===== config.mk =====
export PLATFORM = sky130hd
export DESIGN_NAME = adc_control_word_sequencer
export DESIGN_NICKNAME = d
export VERILOG_FILES = /design/src/core/seq_pkg.sv /design/src/core/result_fifo.sv /design/src/core/adc_control_word_sequencer.sv
export VERILOG_INCLUDE_DIRS = /design/src /design/src/core
export SDC_FILE = /design/constraint.sdc
export NUM_CORES = 1
export LEC_CHECK = 0
export BUFFER_PORTS_ARGS = -buffer_cell sky130_fd_sc_hd__buf_4
export CAP_MARGIN = 20
export CORE_MARGIN = 10
export CORE_UTILIZATION = 55
export CTS_CLUSTER_SIZE = 40
export DETAILED_ROUTE_END_ITERATION = 12
export PLACE_DENSITY = 0.75
export RECOVER_POWER = 100
export SKIP_CTS_REPAIR_TIMING = 1
export SLEW_MARGIN = 20
export SYNTH_ARGS = -nofsm -noshare
export SYNTH_HDL_FRONTEND = slang
export SYNTH_HIERARCHICAL = 1
export SYNTH_SLANG_ARGS = --single-unit

===== constraint.sdc =====
create_clock -name clk_sys_in -period 2.51 [get_ports clk_sys_in]
set_input_delay 0.3765 -clock clk_sys_in [delete_from_list [all_inputs] [get_ports clk_sys_in]]
set_output_delay 0.3765 -clock clk_sys_in [all_outputs]
set_load 0.02 [all_outputs]

===== src/core/seq_consts.svh =====
// Purpose: Constants for the control-word sequencer
// Assumes: Included by bare name
// Notes: Definitions only
`ifndef SEQ_CONSTS_SVH
`define SEQ_CONSTS_SVH
`define CW_WRITE_BIT 11
`define CW_BITS 12
`define CW_RESET 11'h030
`define RESULT_BITS 12
`define FRAME_CLOCKS 5'd16
`define CAPTURE_CLOCKS 5'd12
`define MUX_SWITCH_CLOCK 5'd14
`define PWR_NORMAL 2'h3
`define PWR_FULL_DOWN 2'h2
`define PWR_AUTO 2'h1
`define SEQ_CONSEC 2'h3
`define SEQ_KEEP 2'h2
`define FIFO_DEPTH 8
`define PINS_RESET 3'h6
`endif


===== src/core/seq_pkg.sv =====
// Purpose: Types shared by the sequencer and its result buffer
// Assumes: Bit 11 of the serial word is the write gate, not stored
// Notes: Field order follows the stored 11-bit word, bit 10 first
package seq_pkg;
  typedef struct packed {
    logic sequencer_mode_high;
    logic [1:0] ignored_bits_hi;
    logic [1:0] channel_select;
    logic [1:0] power_select;
    logic sequencer_mode_low;
    logic ignored_bits_lo;
    logic range_single;
    logic coding_binary;
  } control_word_t;
  typedef struct packed {
    logic [1:0] channel;
    logic [11:0] data;
  } result_word_t;
  typedef enum logic [1:0] {
    FRAME_IDLE,
    FRAME_SHIFT,
    FRAME_DONE
  } frame_state_t;
endpackage


===== src/core/result_fifo.sv =====
// Purpose: Result buffer between the conversion core and the serial output
// Assumes: Single clock, synchronous active-high reset
// Notes: Ready and valid are registered; one push and one pop per cycle
module result_fifo #(
  parameter int WIDTH = 14,
  parameter int DEPTH = 8
) (
  input wire logic clk_sys_in,
  input wire logic reset_in,
  input wire logic in_valid_in,
  input wire logic [WIDTH-1:0] in_data_in,
  output logic in_ready_out,
  output logic out_valid_out,
  output logic [WIDTH-1:0] out_data_out,
  input wire logic out_ready_in
);
  localparam int PW = $clog2(DEPTH);
  localparam int CW = $clog2(DEPTH + 1);
  logic [WIDTH-1:0] mem_r [DEPTH];
  logic [PW-1:0] wr_r, wr_nxt, rd_r, rd_nxt;
  logic [CW-1:0] cnt_r, cnt_nxt;
  logic rdy_r, rdy_nxt, vld_r, vld_nxt, push, pop;

  always_comb begin
    push = in_valid_in && rdy_r;
    pop = vld_r && out_ready_in;
    wr_nxt = push ? ((wr_r == PW'(DEPTH - 1)) ? '0 : wr_r + PW'(1)) : wr_r;
    rd_nxt = pop ? ((rd_r == PW'(DEPTH - 1)) ? '0 : rd_r + PW'(1)) : rd_r;
    cnt_nxt = cnt_r + CW'(push) - CW'(pop);
    rdy_nxt = cnt_nxt != CW'(DEPTH);
    vld_nxt = cnt_nxt != '0;
  end

  always_ff @(posedge clk_sys_in) begin
    if (reset_in) begin
      wr_r <= '0;
      rd_r <= '0;
      cnt_r <= '0;
      rdy_r <= 1'b0;
      vld_r <= 1'b0;
    end else begin
      wr_r <= wr_nxt;
      rd_r <= rd_nxt;
      cnt_r <= cnt_nxt;
      rdy_r <= rdy_nxt;
      vld_r <= vld_nxt;
    end
    if (push) begin
      mem_r[wr_r] <= in_data_in;
    end
  end

  assign in_ready_out = rdy_r;
  assign out_valid_out = vld_r;
  assign out_data_out = mem_r[rd_r];
endmodule


===== src/core/adc_control_word_sequencer.sv =====
// Purpose: Serial control-word decoder, channel sequencer and result shifter
// Assumes: Link pins are asynchronous; serial clock well below clk_sys_in / 4
// Notes: Conversion core is outside; it pushes results into the buffer
// Functional notes
// - Write gate bit one loads the eleven bits; zero leaves the word unchanged.
// - Bits 10 and 3 form the sequencer selector, bit 10 upper.
// - Bits 7..6 select next channel or last channel of a sequence.
// - Input multiplexer switches on the fourteenth falling serial edge.
// - Channel of the current result is sent just before its data.
// - Channel address 0..3 maps straight to inputs 0..3.
// - Bits 5 and 4 form the power selector, bit 5 upper.
// - Power selector 11 keeps the converter fully powered always.
// - Power selector 10 powers down until the selector is rewritten.
// - Selector 01 shuts down after each conversion that updated the word.
// - Bit 1 picks input span for next conversion.
// - Bit 0 picks output coding for next conversion.
// - Sequencer upper bit zero: no sequence, channel from last write.
// - Selector 10 changes other fields without disturbing a running sequence.
// - Selector 11 runs channels zero up to the given last channel.
// - Sixteen clocks a frame; first twelve falling edges load, MSB first.
// - Output: two zeros, two channel bits, twelve data bits, falling edges.
`include "seq_consts.svh"

module adc_control_word_sequencer
  import seq_pkg::*;
(
  input wire logic clk_sys_in,
  input wire logic reset_in,
  input wire logic cs_n_in,
  input wire logic sclk_in,
  input wire logic din_in,
  output logic dout_out,
  output logic dout_oe_out,
  output logic [1:0] mux_channel_out,
  output logic range_single_out,
  output logic coding_binary_out,
  output logic power_down_out,
  output logic conv_start_out,
  input wire logic result_valid_in,
  input wire logic [`RESULT_BITS-1:0] result_data_in,
  input wire logic [1:0] result_channel_in,
  output logic result_ready_out
);

  function automatic logic [1:0] next_in_sequence(input logic [1:0] cur,
                                                  input logic [1:0] last);
    next_in_sequence = (cur == last) ? 2'h0 : cur + 2'h1;
  endfunction

  // Pin synchronisers: {cs_n, sclk, din}
  logic [2:0] pins_s1_r, pins_s2_r;
  logic sclk_d_r;
  always_ff @(posedge clk_sys_in) begin
    if (reset_in) begin
      pins_s1_r <= `PINS_RESET;
      pins_s2_r <= `PINS_RESET;
      sclk_d_r <= 1'b1;
    end else begin
      pins_s1_r <= {cs_n_in, sclk_in, din_in};
      pins_s2_r <= pins_s1_r;
      sclk_d_r <= pins_s2_r[1];
    end
  end

  logic cs_n_s, sclk_fall, din_s;
  assign cs_n_s = pins_s2_r[2];
  assign din_s = pins_s2_r[0];
  assign sclk_fall = sclk_d_r && !pins_s2_r[1];

  // Result buffer
  result_word_t fifo_in, fifo_out;
  logic fifo_valid, fifo_pop;
  assign fifo_in = '{channel: result_channel_in, data: result_data_in};
  result_fifo #(.WIDTH($bits(result_word_t)), .DEPTH(`FIFO_DEPTH)) u_fifo (
    .clk_sys_in(clk_sys_in),
    .reset_in(reset_in),
    .in_valid_in(result_valid_in),
    .in_data_in(fifo_in),
    .in_ready_out(result_ready_out),
    .out_valid_out(fifo_valid),
    .out_data_out(fifo_out),
    .out_ready_in(fifo_pop)
  );

  frame_state_t state_r, state_nxt;
  logic [4:0] edge_cnt_r, edge_cnt_nxt;
  logic [`CW_BITS-1:0] rx_sr_r, rx_sr_nxt;
  logic [15:0] tx_sr_r, tx_sr_nxt;
  control_word_t ctrl_r, ctrl_nxt, pend_r, pend_nxt;
  logic wr_pend_r, wr_pend_nxt;
  logic seq_act_r, seq_act_nxt;
  logic [1:0] last_r, last_nxt, mux_r, mux_nxt;
  logic dout_r, dout_nxt, oe_r, oe_nxt, pd_r, pd_nxt, start_r, start_nxt;
  logic [4:0] n;
  logic commit, end_conv, frame_start;
  logic [1:0] sel;

  always_comb begin
    state_nxt = state_r;
    edge_cnt_nxt = edge_cnt_r;
    rx_sr_nxt = rx_sr_r;
    tx_sr_nxt = tx_sr_r;
    ctrl_nxt = ctrl_r;
    pend_nxt = pend_r;
    wr_pend_nxt = wr_pend_r;
    seq_act_nxt = seq_act_r;
    last_nxt = last_r;
    mux_nxt = mux_r;
    dout_nxt = dout_r;
    oe_nxt = oe_r;
    pd_nxt = pd_r;
    start_nxt = 1'b0;
    fifo_pop = 1'b0;
    commit = 1'b0;
    end_conv = 1'b0;
    frame_start = 1'b0;
    n = edge_cnt_r + 5'd1;
    sel = {pend_r.sequencer_mode_high, pend_r.sequencer_mode_low};
    case (state_r)
      FRAME_IDLE: begin
        if (!cs_n_s) begin
          frame_start = 1'b1;
          state_nxt = FRAME_SHIFT;
          edge_cnt_nxt = '0;
          wr_pend_nxt = 1'b0;
          fifo_pop = fifo_valid;
          // Empty buffer sends zeros rather than stale data
          tx_sr_nxt = fifo_valid ? {2'b00, fifo_out.channel, fifo_out.data} : '0;
          dout_nxt = 1'b0;
          oe_nxt = 1'b1;
          start_nxt = 1'b1;
        end
      end
      FRAME_SHIFT: begin
        if (cs_n_s) begin
          state_nxt = FRAME_IDLE;
          oe_nxt = 1'b0;
        end else if (sclk_fall) begin
          edge_cnt_nxt = n;
          tx_sr_nxt = {tx_sr_r[14:0], 1'b0};
          dout_nxt = tx_sr_r[14];
          if (n <= `CAPTURE_CLOCKS) begin
            rx_sr_nxt = {rx_sr_r[`CW_BITS-2:0], din_s};
          end
          if (n == `CAPTURE_CLOCKS) begin
            wr_pend_nxt = rx_sr_r[`CW_WRITE_BIT-1];
            pend_nxt = control_word_t'({rx_sr_r[`CW_BITS-3:0], din_s});
          end
          if (n == `MUX_SWITCH_CLOCK) begin
            commit = 1'b1;
          end
          if (n == `FRAME_CLOCKS) begin
            end_conv = 1'b1;
            state_nxt = FRAME_DONE;
          end
        end
      end
      FRAME_DONE: begin
        if (cs_n_s) begin
          state_nxt = FRAME_IDLE;
          oe_nxt = 1'b0;
          dout_nxt = 1'b0;
        end
      end
      default: begin
        state_nxt = FRAME_IDLE;
      end
    endcase
    if (commit) begin
      if (wr_pend_r) begin
        ctrl_nxt = pend_r;
        if (sel == `SEQ_CONSEC) begin
          seq_act_nxt = 1'b1;
          last_nxt = pend_r.channel_select;
          mux_nxt = 2'h0;
        end else if (sel == `SEQ_KEEP) begin
          mux_nxt = seq_act_r ? next_in_sequence(mux_r, last_r)
                              : pend_r.channel_select;
        end else begin
          seq_act_nxt = 1'b0;
          mux_nxt = pend_r.channel_select;
        end
      end else if (seq_act_r) begin
        mux_nxt = next_in_sequence(mux_r, last_r);
      end
    end
    case (ctrl_nxt.power_select)
      `PWR_NORMAL: pd_nxt = 1'b0;
      `PWR_FULL_DOWN: pd_nxt = 1'b1;
      `PWR_AUTO: begin
        if (end_conv && wr_pend_r) begin
          pd_nxt = 1'b1;
        end else if (frame_start) begin
          pd_nxt = 1'b0;
        end
      end
      default: pd_nxt = pd_r;
    endcase
  end

  always_ff @(posedge clk_sys_in) begin
    if (reset_in) begin
      state_r <= FRAME_IDLE;
      edge_cnt_r <= '0;
      rx_sr_r <= '0;
      tx_sr_r <= '0;
      ctrl_r <= control_word_t'(`CW_RESET);
      pend_r <= control_word_t'(`CW_RESET);
      wr_pend_r <= 1'b0;
      seq_act_r <= 1'b0;
      last_r <= 2'h0;
      mux_r <= 2'h0;
      dout_r <= 1'b0;
      oe_r <= 1'b0;
      pd_r <= 1'b0;
      start_r <= 1'b0;
    end else begin
      state_r <= state_nxt;
      edge_cnt_r <= edge_cnt_nxt;
      rx_sr_r <= rx_sr_nxt;
      tx_sr_r <= tx_sr_nxt;
      ctrl_r <= ctrl_nxt;
      pend_r <= pend_nxt;
      wr_pend_r <= wr_pend_nxt;
      seq_act_r <= seq_act_nxt;
      last_r <= last_nxt;
      mux_r <= mux_nxt;
      dout_r <= dout_nxt;
      oe_r <= oe_nxt;
      pd_r <= pd_nxt;
      start_r <= start_nxt;
    end
  end

  assign dout_out = dout_r;
  assign dout_oe_out = oe_r;
  assign mux_channel_out = mux_r;
  assign range_single_out = ctrl_r.range_single;
  assign coding_binary_out = ctrl_r.coding_binary;
  assign power_down_out = pd_r;
  assign conv_start_out = start_r;

  property p_gate_hold;
    @(posedge clk_sys_in) disable iff (reset_in)
      (commit && !wr_pend_r) |=> $stable(ctrl_r);
  endproperty
  a_gate_hold: assert property (p_gate_hold) else $error("word changed without gate");

  property p_word_only_on_commit;
    @(posedge clk_sys_in) disable iff (reset_in)
      $changed(ctrl_r) |-> $past(commit) && $past(wr_pend_r);
  endproperty
  a_word_only_on_commit: assert property (p_word_only_on_commit) else $error("bad word load");

  property p_mux_on_14th;
    @(posedge clk_sys_in) disable iff (reset_in)
      $changed(mux_r) |-> $past(commit) && $past(edge_cnt_r) == 5'd13;
  endproperty
  a_mux_on_14th: assert property (p_mux_on_14th) else $error("mux moved off edge 14");

  property p_chan_before_data;
    @(posedge clk_sys_in) disable iff (reset_in)
      (frame_start && fifo_valid) |=> tx_sr_r[15:12] == {2'b00, $past(fifo_out.channel)};
  endproperty
  a_chan_before_data: assert property (p_chan_before_data) else $error("bad header");

  property p_normal_up;
    @(posedge clk_sys_in) disable iff (reset_in)
      (ctrl_r.power_select == `PWR_NORMAL) [*2] |-> !pd_r;
  endproperty
  a_normal_up: assert property (p_normal_up) else $error("down in normal mode");

  property p_full_down;
    @(posedge clk_sys_in) disable iff (reset_in)
      (ctrl_r.power_select == `PWR_FULL_DOWN) |-> pd_r;
  endproperty
  a_full_down: assert property (p_full_down) else $error("up in shutdown mode");

  property p_auto_down;
    @(posedge clk_sys_in) disable iff (reset_in)
      (end_conv && wr_pend_r && ctrl_r.power_select == `PWR_AUTO) |=> pd_r;
  endproperty
  a_auto_down: assert property (p_auto_down) else $error("no auto shutdown");

  property p_seq_start;
    @(posedge clk_sys_in) disable iff (reset_in)
      (commit && wr_pend_r && sel == `SEQ_CONSEC) |=> mux_r == 2'h0 && seq_act_r;
  endproperty
  a_seq_start: assert property (p_seq_start) else $error("sequence not started");

  property p_no_seq;
    @(posedge clk_sys_in) disable iff (reset_in)
      (commit && wr_pend_r && !sel[1]) |=> !seq_act_r && mux_r == $past(pend_r.channel_select);
  endproperty
  a_no_seq: assert property (p_no_seq) else $error("plain channel wrong");

  property p_wrap;
    @(posedge clk_sys_in) disable iff (reset_in)
      (commit && !wr_pend_r && seq_act_r && mux_r == last_r) |=> mux_r == 2'h0;
  endproperty
  a_wrap: assert property (p_wrap) else $error("sequence did not wrap");

  c_write: cover property (@(posedge clk_sys_in) disable iff (reset_in) commit && wr_pend_r);
  c_wrap: cover property (@(posedge clk_sys_in) disable iff (reset_in)
    commit && seq_act_r && mux_r == last_r && last_r != 2'h0);
  c_auto: cover property (@(posedge clk_sys_in) disable iff (reset_in) end_conv ##1 pd_r);
endmodule


==> out/metrics.json <==
{
  "outcome": {
    "status": "complete, no violations"
  },
  "route": {
    "dr.pass1.iters": 5,
    "iteration_0_drc_count_of_the_detailed_router": 277,
    "route.detailed.wl_per_inst_um": 18.8,
    "drc": 0,
    "vias": 4643,
    "ant_nets": 0,
    "drt_wl_total_um": 15000,
    "post_drt_via_cell_ratio": 5.83
  },
  "yosys": {
    "syn_nets": 595,
    "synthesis.instances": 557,
    "synth_area_per_cell_um2": 14.2,
    "fraction_of_registers_with_async_set_reset_pct": 0,
    "synth.ff_latch_count": 189,
    "dominantRegCellSynth": "sky130_fd_sc_hd__edfxtp_1",
    "synth.yosys.warnings": 6,
    "yosysSeqAreaShare_pct": 62.2,
    "synth_enable_flop_cells": 112,
    "netlist_area_mm2": 0.00788,
    "synth_cell_type_count": 55
  },
  "place": {
    "dp_hpwl_um": 9000,
    "total_instance_count_after_detailed_placement": 765,
    "gpl.final_weighted_congestion": 0.796,
    "portBuffers": 28
  },
  "floorplanning": {
    "die_height_um": 140,
    "core_region_area_mm2": 0.0139,
    "initial_utilization_pct": 56.6,
    "fp.dieArea_mm2": 0.0195,
    "ios": 29,
    "die_x_um": 140,
    "std_cell_rows": 43
  },
  "cts": {
    "buffers_from_clock_root_to_sink_at_most": 2,
    "cts_tree": "done",
    "tritoncts.num_buffers": 17,
    "cts.htree.levels": 4,
    "clock_insertion_delay_worst_skew_ns": 0.43,
    "tritoncts_num_sinks": 189,
    "clock_transition_at_path_regs_ns": 0.07,
    "ctsRootBufferMaster": "sky130_fd_sc_hd__clkbuf_16"
  },
  "pwr": {
    "ir_drop_mv": 0.612,
    "power_dens_cells_mw_per_mm2": 754,
    "power.leakage_uw": 0.00301
  },
  "worst_setup_path": {
    "setup.reg_to_reg.worst_slack_ns": 0.09,
    "worst-endpoint-arrival_ns": 2.74,
    "crit_path_start_kind": "flop",
    "max_stage_delay_ns": 0.44,
    "worst-path-max-fanout": 4,
    "cp_cell_sequence": "inv_2, ha_1, and3_2, nand2_1, nand3_1, nand2_1, ha_1, inv_1, fa_1, xor2_2, a31oi_1, a31o_2",
    "cell_family_with_most_cp_delay": "adder cells",
    "crit_required_ns": 2.83,
    "worst-r2r-cell-count": 12,
    "worstReg2RegStart": "state_r[1]",
    "r2r-end": "u_fifo/in_ready_out",
    "worstSetupEndpoint": "u_fifo/in_ready_out",
    "timing_worst_setup_path_type": "reg -> reg",
    "cp-startpoint": "state_r[1]",
    "critical_path_depth": 12,
    "worstSetupEndpointType": "flop",
    "timing.critical_path.slowest_stage_cell": "sky130_fd_sc_hd__fa_1",
    "critical_path.n_buffers_inverters": 2
  },
  "finish": {
    "final_cell_mix": "sky130_fd_sc_hd__edfxtp_1 (112), sky130_fd_sc_hd__dfxtp_1 (76), sky130_fd_sc_hd__nor2_1 (57)",
    "antenna_cells": 0,
    "layout_commonest_cell": "sky130_fd_sc_hd__edfxtp_1",
    "final-instance-count-excl-fill": 797,
    "drive_above_1_share_pct": 17.7,
    "area_growth_pct": 12.7,
    "layout.nets": 642
  },
  "timing": {
    "report.final.hold_viol_count": 0,
    "min_period_over_period_pct": 96.4,
    "achievable-frequency_ghz": 0.413,
    "final.hold.worst_slack_ns": 0.136,
    "timing.slew.headroom_pct": 53.8,
    "worst_pin_slew_ns": 0.692,
    "fin_skew_ns": 0.00805,
    "final_period_minus_worst_setup_slack_ns": 2.42,
    "rsz0062_at_grt": "no",
    "final-max-slew-violation-count": 0,
    "timing.final.setup_violations": 0
  },
  "global_routing": {
    "globalRouteOverflowTotal": 0,
    "grt_first_pass_wirelength_um": 24100,
    "grt_usage_pct": 15.4,
    "grt_pass1_vias": 4656,
    "number_of_antenna_violations_at_the_first_check_in_global_routing": 0,
    "maximum_number_of_pins_on_one_net_before_global_route_repair": 67
  },
  "flow_run": {
    "cap_viol_max_count": 0
  },
  "min_path": {
    "min_path_type": "in -> reg"
  }
}
[how the worst min path moves through the flow]
| stage | slack [ns] | end | depth (start not counted) | start |
|---|---|---|---|---|
| 2_1_floorplan | 0.39 | pins_s2_r[1] | 1 | pins_s1_r[1] |
| 3_3_place_gp | 0.41 | pins_s2_r[1] | 1 | pins_s1_r[1] |
| 3_5_place_dp | 0.40 | pins_s2_r[1] | 1 | pins_s1_r[1] |
| 4_1_cts | 0.13 | pins_s1_r[2] | 2 | cs_n_in |
| 5_1_grt | 0.13 | pins_s1_r[2] | 2 | cs_n_in |
| 6_report | 0.14 | pins_s1_r[1] | 2 | sclk_in |
[cells in the mapped netlist (3+ instances only)]
| cell | n | area, um2 |
|---|---|---|
| sky130_fd_sc_hd__clkbuf_1 | 16 | 60.1 |
| sky130_fd_sc_hd__nand2_1 | 24 | 90.1 |
| sky130_fd_sc_hd__o21ai_0 | 10 | 50.1 |
| sky130_fd_sc_hd__mux2_2 | 16 | 180 |
| sky130_fd_sc_hd__inv_1 | 14 | 52.6 |
| sky130_fd_sc_hd__or2_2 | 5 | 31.3 |
| sky130_fd_sc_hd__nand3b_1 | 7 | 52.6 |
| sky130_fd_sc_hd__mux4_1 | 25 | 657 |
| sky130_fd_sc_hd__edfxtp_1 | 112 | 3360 |
| sky130_fd_sc_hd__a31oi_1 | 6 | 37.5 |
| sky130_fd_sc_hd__dfxtp_1 | 77 | 1540 |
| sky130_fd_sc_hd__nor2b_1 | 7 | 43.8 |
| sky130_fd_sc_hd__nand2b_1 | 9 | 56.3 |
| sky130_fd_sc_hd__a221oi_1 | 12 | 105 |
| sky130_fd_sc_hd__a211oi_1 | 5 | 37.5 |
| sky130_fd_sc_hd__buf_6 | 7 | 78.8 |
| sky130_fd_sc_hd__mux4_2 | 3 | 67.6 |
| sky130_fd_sc_hd__and3_1 | 5 | 31.3 |
| sky130_fd_sc_hd__xnor2_1 | 4 | 35.0 |
| sky130_fd_sc_hd__nor2_1 | 57 | 214 |
| sky130_fd_sc_hd__buf_2 | 3 | 15.0 |
| sky130_fd_sc_hd__nor3_1 | 21 | 105 |
| sky130_fd_sc_hd__a21oi_1 | 22 | 110 |
| sky130_fd_sc_hd__nand3_1 | 12 | 60.1 |
| sky130_fd_sc_hd__mux2i_1 | 25 | 250 |
| sky130_fd_sc_hd__ha_1 | 17 | 213 |
[power breakdown]
group / internal (uW) / switching (uW) / total (uW)
Combinational: 262 / 368 / 630
Sequential: 3430 / 80.8 / 3510
Clock: 1350 / 1200 / 2560
Total: 5040 / 1650 / 6700
[cell type report]
| cell class | instances | area, um2 |
|---|---|---|
| clock buffer | 21 | 460 |
| clock inverter | 11 | 97.6 |
| fill | 995 | 5050 |
| inverter | 14 | 52.6 |
| multi-input combinational | 324 | 2790 |
| sequential | 189 | 4910 |
| tap | 180 | 225 |
| timing repair buffer | 58 | 344 |
[cells by family (layout without fill, tap and decap cells)]
| logic type | after synthesis | count (layout) | synth area share, % |
|---|---|---|---|
| XOR/XNOR | 6 | 6 | 0.667 |
| multiplexers | 69 | 69 | 14.7 |
| AND/OR/NAND/NOR | 158 | 158 | 9.86 |
| buffers and inverters | 44 | 104 | 2.87 |
| adder cells (fa/ha/maj) | 18 | 18 | 2.95 |
| AO/OA/AOI/OAI | 73 | 73 | 6.78 |
| flip-flops | 189 | 189 | 62.2 |
[routing by layer]
layer	up-vias	wire [um]	part of all wire (%)	track usage [%]
met3	26	523	3.5	3.98
met4	0	252	1.7	6.14
met1	2320	6550	44	18.4
li1	2205	-	-	-
met2	92	7690	51	25.8
met5	-	0	0	0
[sequential cells by signal, summed over array words and instances, names as in the netlist, 2 cells and up, named ones only]
register / count
u_fifo/mem_r: 112
tx_sr_r: 15
rx_sr_r: 11
pend_r: 8
edge_cnt_r: 5
u_fifo/cnt_r: 4
pins_s1_r: 3
pins_s2_r: 3
u_fifo/rd_r: 3
u_fifo/wr_r: 3
ctrl_r: 2
last_r: 2
mux_channel_out: 2
state_r: 2
[worst reg2reg max path, delay by kind of cell (launching register included)]
family	cells	cell delay (ns)
buffers and inverters	2	0.13
flip-flops	1	0.39
AND/OR/NAND/NOR	4	0.46
AO/OA/AOI/OAI	2	0.35
adder cells (fa/ha/maj)	3	0.79
XOR/XNOR	1	0.18
[metrics by stage]
step	TNS (ns)	area [um2]	setup slack, ns	util [%]	power (uW)
6_report	0	8880	0.0903	63.7	6700
5_1_grt	0	8880	0.00105	63.7	6930
4_1_cts	-0.0126	8970	-0.0126	64.4	6740
3_5_place_dp	0	8420	0.0179	60.4	4210
3_3_place_gp	0	8420	0.172	60.4	4180
2_1_floorplan	-0.0372	7900	-0.0372	-	3970
Note: power is estimated with default switching activity, not from simulation.
